<file path="config.mk">
export PLATFORM = sky130hd
export DESIGN_NAME = overflow_guard_timer
export DESIGN_NICKNAME = d
export VERILOG_FILES = /design/src/overflow_guard_timer_pkg.sv /design/src/edge_tick_sync.sv /design/src/overflow_guard_timer.sv
export VERILOG_INCLUDE_DIRS = /design/src /design/src/src
export SDC_FILE = /design/constraint.sdc
export NUM_CORES = 1
export LEC_CHECK = 0
export BUFFER_PORTS_ARGS = -buffer_cell sky130_fd_sc_hd__clkbuf_2
export CAP_MARGIN = 20
export CORE_MARGIN = 5
export CORE_UTILIZATION = 48
export CTS_BUF_LIST = sky130_fd_sc_hd__clkbuf_8
export DETAILED_ROUTE_END_ITERATION = 10
export PLACE_DENSITY = 0.69
export SKIP_CTS_REPAIR_TIMING = 1
export SYNTH_ARGS = -nofsm -noshare
export SYNTH_HDL_FRONTEND = slang
export SYNTH_SLANG_ARGS = --single-unit
</file>
<file path="constraint.sdc">
create_clock -name mclk -period 2.9 [get_ports mclk]
set_input_delay 0.29 -clock mclk [delete_from_list [all_inputs] [get_ports mclk]]
set_output_delay 0.29 -clock mclk [all_outputs]
set_load 0.03 [all_outputs]
</file>
<file path="src/overflow_guard_timer_regs.svh">
// constants for the overflow guard timer: timeout encodings, clock figures
// assumes mclk at 250 MHz; the low_freq_oscillator tick arrives as a pin level
// Behaviour
// counter advances only on low-frequency oscillator ticks, never on mclk alone
// counter overflow raises a core reset request like a system reset
// software must restart the count before overflow, every time
// after any reset the timer runs enabled with the longest timeout
// software may disable the timer unless it has been locked
// once locked, disable and timeout changes are ignored until reset
// watchdog reset never drives the external reset pin
// oscillator nominal rate is 80 kHz
// selectable timeouts, longest by default, applied at next restart
`ifndef OVERFLOW_GUARD_TIMER_REGS_SVH
`define OVERFLOW_GUARD_TIMER_REGS_SVH
`define OGT_LFO_KHZ 80
`define OGT_MCLK_KHZ 250000
`define OGT_SEL_W 3
`define OGT_SEL_MAX 3'h7
`define OGT_CNT_W 24
`define OGT_BASE_SHIFT 10
`define OGT_RST_HOLD_NS 1000
`define OGT_RST_HOLD_CYC ((`OGT_RST_HOLD_NS * (`OGT_MCLK_KHZ / 1000) + 999) / 1000)
`endif

</file>
<file path="src/overflow_guard_timer_pkg.sv">
// types for the overflow guard timer
// assumes the constants header is included where numbers are needed
package overflow_guard_timer_pkg;
    typedef enum logic [1:0] {RUNNING, STOPPED, FIRING} guardState_t;
endpackage

</file>
<file path="src/edge_tick_sync.sv">
// two-flop synchroniser plus rising-edge pulse for the oscillator level
// assumes the input is asynchronous to mclk and much slower than it
`timescale 1ns/1ps
module edge_tick_sync (
    input wire logic mclk,
    input wire logic reset,
    input wire logic levelIn,
    output logic tick
);
    typedef struct packed {
        logic meta;
        logic sync;
        logic last;
        logic tick;
    } syncState_t;
    syncState_t s_q, s_d;
    always_comb begin
        s_d = s_q;
        s_d.meta = levelIn;
        s_d.sync = s_q.meta;
        s_d.last = s_q.sync;
        s_d.tick = s_q.sync & ~s_q.last;
    end
    always_ff @(posedge mclk or posedge reset) begin
        if (reset) begin
            s_q <= '0;
        end else begin
            s_q <= s_d;
        end
    end
    assign tick = s_q.tick;
endmodule

</file>
<file path="src/overflow_guard_timer.sv">
// overflow guard timer: watchdog counting low_freq_oscillator edges
// assumes reset is the system reset and that coreResetReq is fed back into it
`timescale 1ns/1ps
`include "overflow_guard_timer_regs.svh"
module overflow_guard_timer
    import overflow_guard_timer_pkg::*;
#(
    parameter int CNT_W = `OGT_CNT_W
) (
    input wire logic mclk,
    input wire logic reset,
    input wire logic lowFreqOsc,
    input wire logic restartReq,
    input wire logic disableReq,
    input wire logic lockReq,
    input wire logic selWrite,
    input wire logic [`OGT_SEL_W-1:0] selIn,
    output logic coreResetReq,
    output logic enabled,
    output logic locked,
    output logic [`OGT_SEL_W-1:0] selActive,
    output logic resetPinDrive
);
    typedef struct packed {
        guardState_t st;
        logic [CNT_W-1:0] count;
        logic [`OGT_SEL_W-1:0] selPend;
        logic [`OGT_SEL_W-1:0] selAct;
        logic lock;
        logic en;
        logic pinDrv;
        logic fire;
        logic [7:0] hold;
    } guard_t;
    guard_t g_q, g_d;
    logic lfoTick;

    // limit for a selection: doubles with each step
    function automatic logic [CNT_W-1:0] limitOf(input logic [`OGT_SEL_W-1:0] sel);
        logic [CNT_W-1:0] one;
        one = {{(CNT_W-1){1'b0}}, 1'b1};
        limitOf = (one << (`OGT_BASE_SHIFT + 32'(sel))) - one;
    endfunction

    edge_tick_sync u_sync (
        .mclk(mclk),
        .reset(reset),
        .levelIn(lowFreqOsc),
        .tick(lfoTick)
    );

    always_comb begin
        g_d = g_q;
        g_d.fire = 1'b0;
        if (lockReq) begin
            g_d.lock = 1'b1;
        end
        // changes only take when unlocked; lock is sticky until reset
        if (selWrite && !g_q.lock) begin
            g_d.selPend = selIn; // see R06
        end
        case (g_q.st)
            RUNNING: begin
                if (disableReq && !g_q.lock && !lockReq) begin
                    g_d.st = STOPPED;
                    g_d.en = 1'b0;
                end else if (restartReq) begin
                    g_d.count = '0;
                    g_d.selAct = g_d.selPend;
                end else if (lfoTick) begin
                    // advance only on oscillator edges for source independence
                    if (g_q.count >= limitOf(g_q.selAct)) begin
                        g_d.st = FIRING;
                        // raised on entry so a late disable never meets a silent firing state
                        g_d.fire = 1'b1;
                        g_d.hold = 8'(`OGT_RST_HOLD_CYC);
                    end else begin
                        g_d.count = g_q.count + 1'b1; // see R01
                    end
                end
            end
            STOPPED: begin
                if (restartReq) begin
                    g_d.st = RUNNING;
                    g_d.en = 1'b1;
                    g_d.count = '0;
                    g_d.selAct = g_d.selPend;
                end
            end
            FIRING: begin
                // held long enough for the system reset to catch it
                g_d.fire = 1'b1;
                if (g_q.hold != 8'h00) begin
                    g_d.hold = g_q.hold - 8'h01;
                end
            end
            default: begin
                g_d.st = RUNNING;
            end
        endcase
    end

    always_ff @(posedge mclk or posedge reset) begin
        if (reset) begin
            g_q.st <= RUNNING;
            g_q.count <= '0;
            g_q.selPend <= `OGT_SEL_MAX; // see R04
            g_q.selAct <= `OGT_SEL_MAX;
            g_q.lock <= 1'b0;
            g_q.en <= 1'b1;
            g_q.pinDrv <= 1'b0;
            g_q.fire <= 1'b0;
            g_q.hold <= 8'h00;
        end else begin
            g_q <= g_d;
        end
    end

    assign coreResetReq = g_q.fire;
    assign enabled = g_q.en;
    assign locked = g_q.lock;
    assign selActive = g_q.selAct;
    // the pin is never driven by this block
    assign resetPinDrive = g_q.pinDrv;
endmodule

</file>
==> Word-level counts from Yosys, hierarchy flattened <==
Index checks and enable logic that the tools add are counted.
{ "totals": {"reg_bits": 47, "in_bits": 10, "output_inout_bits": 7} }
{ "op_classes": {"n_addsub": 4, "magnitude_cmp": 1, "n_eq_ne": 14, "shift": 1, "mux": 23, "bitwise": 3, "n_reduce_logical": 14} }
{ "op_table": {"columns": ["cell", "n"], "rows": [
  ["2-to-1 mux 24 bit", 3],
  ["2-to-1 mux 26 bit", 2],
  ["case mux 24 bit (2 select lines)", 1],
  ["2-to-1 mux 9 bit", 4],
  ["adder 24 x 1 -> 24 bit, second input constant", 1],
  ["greater-or-equal comparator 24 bit", 1],
  ["left shift 1 x 5 -> 24 bit, first input constant", 1],
  ["subtractor 24 x 1 -> 24 bit, second input constant", 1],
  ["case mux 9 bit (2 select lines)", 1],
  ["inequality test 2 bit, second input constant", 6],
  ["AND reduction 5 bit", 2],
  ["2-to-1 mux 3 bit", 3],
  ["inequality test 3 bit, second input constant", 3],
  ["2-to-1 mux 8 bit", 1],
  ["nonzero test 8 bit", 1],
  ["subtractor 8 x 1 -> 8 bit, second input constant", 1],
  ["2-to-1 mux 2 bit", 3],
  ["inequality test 3 x 2 -> 1 bit, second input constant", 2],
  ["case mux 2 bit (3 select lines)", 1],
  ["case mux 3 bit (2 select lines)", 1],
  ["AND reduction 6 bit", 1],
  ["adder 4 x 3 -> 5 bit, first input constant", 1],
  ["nonzero test 2 bit", 2],
  ["logical AND 1 bit", 3],
  ["11 further kinds", 14]
]} }

==> Depth between registers and ports, before layout <==
{ "logic_depth": {"depth_word": 9, "mapped_depth": 14} }

==> Modules after synthesis <==
From an unflattened synthesis, not the netlist that was laid out.
{ "unflattened": {"hier_cells": 239, "area_unflattened_um2": 2359.8} }
{ "modules_own_cells": {"columns": ["mod", "n_inst", "cells_each", "area_per_inst_um2"], "rows": [
  ["overflow_guard_timer", 1, 233, 2242.2],
  ["edge_tick_sync", 1, 6, 117.6]
]} }

==> Worst setup path after synthesis <==
No wires, ideal clock.
{ "synth_path": {"kind": "register to register", "startpoint": "register g_q, in the netlist selActive[1]", "endpoint": "register g_q[36] (netlist bit)", "setup_time_ns": 0.121, "arrival_time_ns": 2.899, "required_ns": 2.779, "setup_slack_ns": -0.120, "stages_incl_launch_ff": 14, "n_path_buf": 1, "synth_period_minus_slack_ns": 3.020, "cell_sequence": "dfstp_2 inv_1 ha_1 nor2b_1 o21ai_0 a22oi_1 ha_1 nand2_1 o21ai_0 and4bb_2 a22o_1 and2_4 buf_6 a22o_1"} }
{ "synth_between": {"elab_chain_len": 6} }
{ "synth_rtl": {"columns": ["item", "line", "source"], "rows": [
  ["start, declared", "overflow_guard_timer.sv:35", "guard_t g_q, g_d;"],
  ["start signal, assigned", "overflow_guard_timer.sv:115", "g_q <= g_d;"],
  ["adder 4 x 3 -> 5 bit (no line)", null, null],
  ["left shift 1 x 5 -> 24 bit", "overflow_guard_timer.sv:42", "limitOf = (one << (`OGT_BASE_SHIFT + 32'(sel))) - one;"],
  ["subtractor 24 x 1 -> 24 bit", "overflow_guard_timer.sv:42", null],
  ["greater-or-equal comparator 24 bit", "overflow_guard_timer.sv:72", "if (g_q.count >= limitOf(g_q.selAct)) begin"],
  ["inequality test 3 bit (no line)", null, null],
  ["AND reduction 5 bit (no line)", null, null]
]} }
No other way between the ends.
A chain may end at the register's enable or synchronous reset.

==> Worst setup path in the final report <==
{ "layout_path": {"startpoint": "register g_q, in the netlist selActive[1]", "endpoint": "register g_q[23] (netlist bit)"} }
Same word-level chain as after synthesis.

==> metrics.yaml <==
floorplanning:
  die_height_um: 79.8
  start_util_pct: 49.5
  core_area_um2: 4720
  rows: 25
  die_x_um: 79.8
  dieArea_um2: 6370
  num_io_pins: 17
final_layout:
  nets: 304
  area_growth_pct: 26.2
  final_cells: 343
  antenna_cells: 0
  drive_gt1_share_pct: 34.4
yosys:
  yosysTopAreaCell: "dfrtp_1"
  synth-edff-count: 0
  async_flop_share_pct: 100
  synth.distinct_cells: 43
  synth.area.top_cells: "dfrtp_1 34%, ha_1 10%, dfstp_2 7.9%"
  synthCells: 237
  synth-seq-cells: 39
  yosysWarnings: 0
  ys_seq_area_share_pct: 42.1
  syn_area_um2: 2340
  synth_top_cell_area_share_pct: 34.2
  avgSynthCellArea_um2: 9.87
  synthFlopType: "dfrtp_1"
placed_design:
  place_ws_ps: -87.0
  dp_cells: 327
  port_buffers: 15
  gp_congestion: 0.862
  place.detailed.hpwl_mm: 3.60
job:
  drv_cap: 0
pwr:
  leakage_nw: 1.33
  powerDensity_nw_per_um2: 683
  vdd_drop_max_v: 0.000390
global_route:
  antenna_found_initial: 0
  grt_start_max_net_pins: 40
  grt_pass1_vias: 1849
  gr-usage-all-layers_pct: 17.0
  grt-ovfl-total: 0
  grt_first_pass_wirelength_mm: 8.54
sta:
  finalMaxSlewViolations: 0
  worstMarginPinSlew_ps: 576
  slew_headroom_pct: 61.6
  hold_violations: 0
  period_needed_ps: 2940
  max_freq_mhz: 340
  post-route-period-util_pct: 101
  worst_slack_ps: -39.1
  finalSetupViolations: 5
  fin_worst_skew_ps: 6.67
  rsz0062_at_grt: "true"
  hold_ws_ps: 83.3
status:
  violations: "setup timing"
  status: "finished with violations"
setup_path:
  reg2reg_slack_ps: -40
  end_kind: "flip-flop"
  startpoint_type: "flip-flop"
  required_ps: 3080
  crit_chain: "inv_4, ha_4, nor2_4, nor3_1, a22o_1, a22oi_2, ha_1, nand2_2, o21ai_2, o211ai_1, buf_4, a31oi_4, buf_4, clkbuf_16, o2bb2ai_1, o2bb2ai_1"
  crit_fanout: 11
  r2r-start: "selActive[1]"
  cp_data_arrival_time_ps: 3120
  crit_path_top_delay_cell: "dfstp_2"
  r2r-end: "g_q[23]"
  reg2reg_depth: 16
  crit_family: "compound AO/OA/AOI/OAI gates"
  crit_type: "reg -> reg"
  cp_num_buf_inv: 4
  slowest_delay_ps: 620
clocking:
  clk_pin_slew_ps: 80
  numCtsBuffers: 5
  cts_root_buf: "clkbuf_8"
  worst_skew_pair.late_latency_ps: 300
  htreeDepth: 2
  clkSinkCount: 39
  clock_tree.buffer_depth: 2
  cts_tree: "done"
routing:
  vias: 1947
  drt_iter0_drc: 138
  detail_route.wirelength_mm: 5.45
  drcViolationCount: 0
  first_pass_iters: 4
  detail-route-antenna-nets: 0
  route.detailed.wl_per_inst_um: 15.9
  viasPerCell: 5.68
min_path:
  hold_class: "in -> async"
-- power by group --
group | leakage [nW] | total, W | internal (W) | switching (W)
logic | 0.789 | 0.000976 | 0.000486 | 0.000490
clock network | 0.0402 | 0.000369 | 0.000167 | 0.000202
registers | 0.498 | 0.000671 | 0.000608 | 0.0000635
total | 1.33 | 0.00202 | 0.00126 | 0.000756
-- flip-flops by register name, indices dropped and copies added, names as in the netlist --
signal / cells
locked: 1
u_sync.s_d: 2
enabled: 1
g_q: 29
u_sync.s_q: 1
coreResetReq: 1
u_sync.tick: 1
selActive: 3
-- cell usage after synthesis, types with 2 or more instances --
cell type	instances
inv_1	13
nor3_1	10
clkbuf_1	5
nor2_1	15
nand2_1	14
o22ai_1	3
buf_4	4
nand3_1	5
and3_1	8
nand4_1	7
ha_1	19
o2bb2ai_1	12
mux2i_1	2
mux2_2	8
nand2b_1	3
a21o_1	2
a21oi_1	10
dfstp_2	7
a31oi_1	5
nor4_1	6
nor2b_1	6
o21ai_0	8
a22o_1	13
dfrtp_1	32
buf_2	2
-- stage by stage --
stage	power (W)	instance area (µm²)	setup TNS, ps	utilization, %
floorplan	0.00116	2360	0	-
global placement	0.00137	2600	0	55.0
detailed placement	0.00139	2600	-522	55.0
CTS	0.00175	2690	-849	56.9
global route	0.00214	2950	-2260	62.5
finish	0.00202	2950	-126	62.5
-- cells in the final DEF, fill, tap and decap left out, types with 4 or more instances in the layout --
| cell type | count |
|---|---|
| a21oi_1 | 5 |
| a21oi_2 | 5 |
| a22o_1 | 12 |
| a31oi_1 | 4 |
| and3_1 | 8 |
| buf_4 | 19 |
| clkbuf_2 | 15 |
| clkbuf_8 | 5 |
| conb_1 | 4 |
| dfrtp_1 | 32 |
| dfstp_2 | 7 |
| ha_1 | 15 |
| ha_4 | 4 |
| inv_1 | 10 |
| mux2_2 | 8 |
| nand2_1 | 13 |
| nand3_1 | 4 |
| nand4_1 | 7 |
| nor2_1 | 14 |
| nor2b_1 | 5 |
| nor3_1 | 9 |
| nor4_1 | 5 |
| o21ai_0 | 6 |
| o2bb2ai_1 | 11 |
-- logic make-up (layout without fill, tap and decap cells) --
family / Yosys count / count (layout) / synth area share, %
AO/OA/AOI/OAI: 62 / 62 / 19.2
XOR/XNOR: 2 / 2 / 0.749
adder cells (fa/ha/maj): 19 / 19 / 10.2
buffers and inverters: 26 / 61 / 5.24
flip-flops: 39 / 39 / 42.1
multiplexers: 10 / 10 / 4.71
other: 1 / 4 / 0.160
AND/OR/NAND/NOR: 78 / 79 / 17.7
-- layout make-up --
| type | instances | area [µm²] |
|---|---|---|
| well taps | 67 | 83.8 |
| repair buffers | 40 | 322 |
| flip-flops and latches | 39 | 985 |
| clock buffers | 5 | 68.8 |
| fillers | 378 | 1770 |
| inverters | 13 | 51.3 |
| multi-input cells | 176 | 1420 |
| clock inverters | 3 | 20.0 |
-- metal layers --
layer  wire length, µm  vias up  GRT usage, %
met5                 0        -             0
met1              2510      947          23.1
met3               219        9          3.39
li1                  -      945             -
met2              2620       46          26.8
met4                99        0          6.25
-- worst max-delay path by stage --
stage | startpoint | endpoint | slack [ps] | cells after the start
global placement | selActive[1] | g_q[18] | 20 | 13
detailed placement | selActive[1] | g_q[18] | -90 | 14
global route | selActive[1] | g_q[23] | -160 | 14
finish | selActive[1] | g_q[23] | -40 | 16
CTS | selActive[1] | g_q[22] | -110 | 14
floorplan | selActive[1] | g_q[28] | 40 | 14
-- tightest hold or removal path, cell delays in order --
cell and delay [ps]:
clkbuf_2 80, inv_1 40, buf_4 420
(Power assumes the default switching activity.)
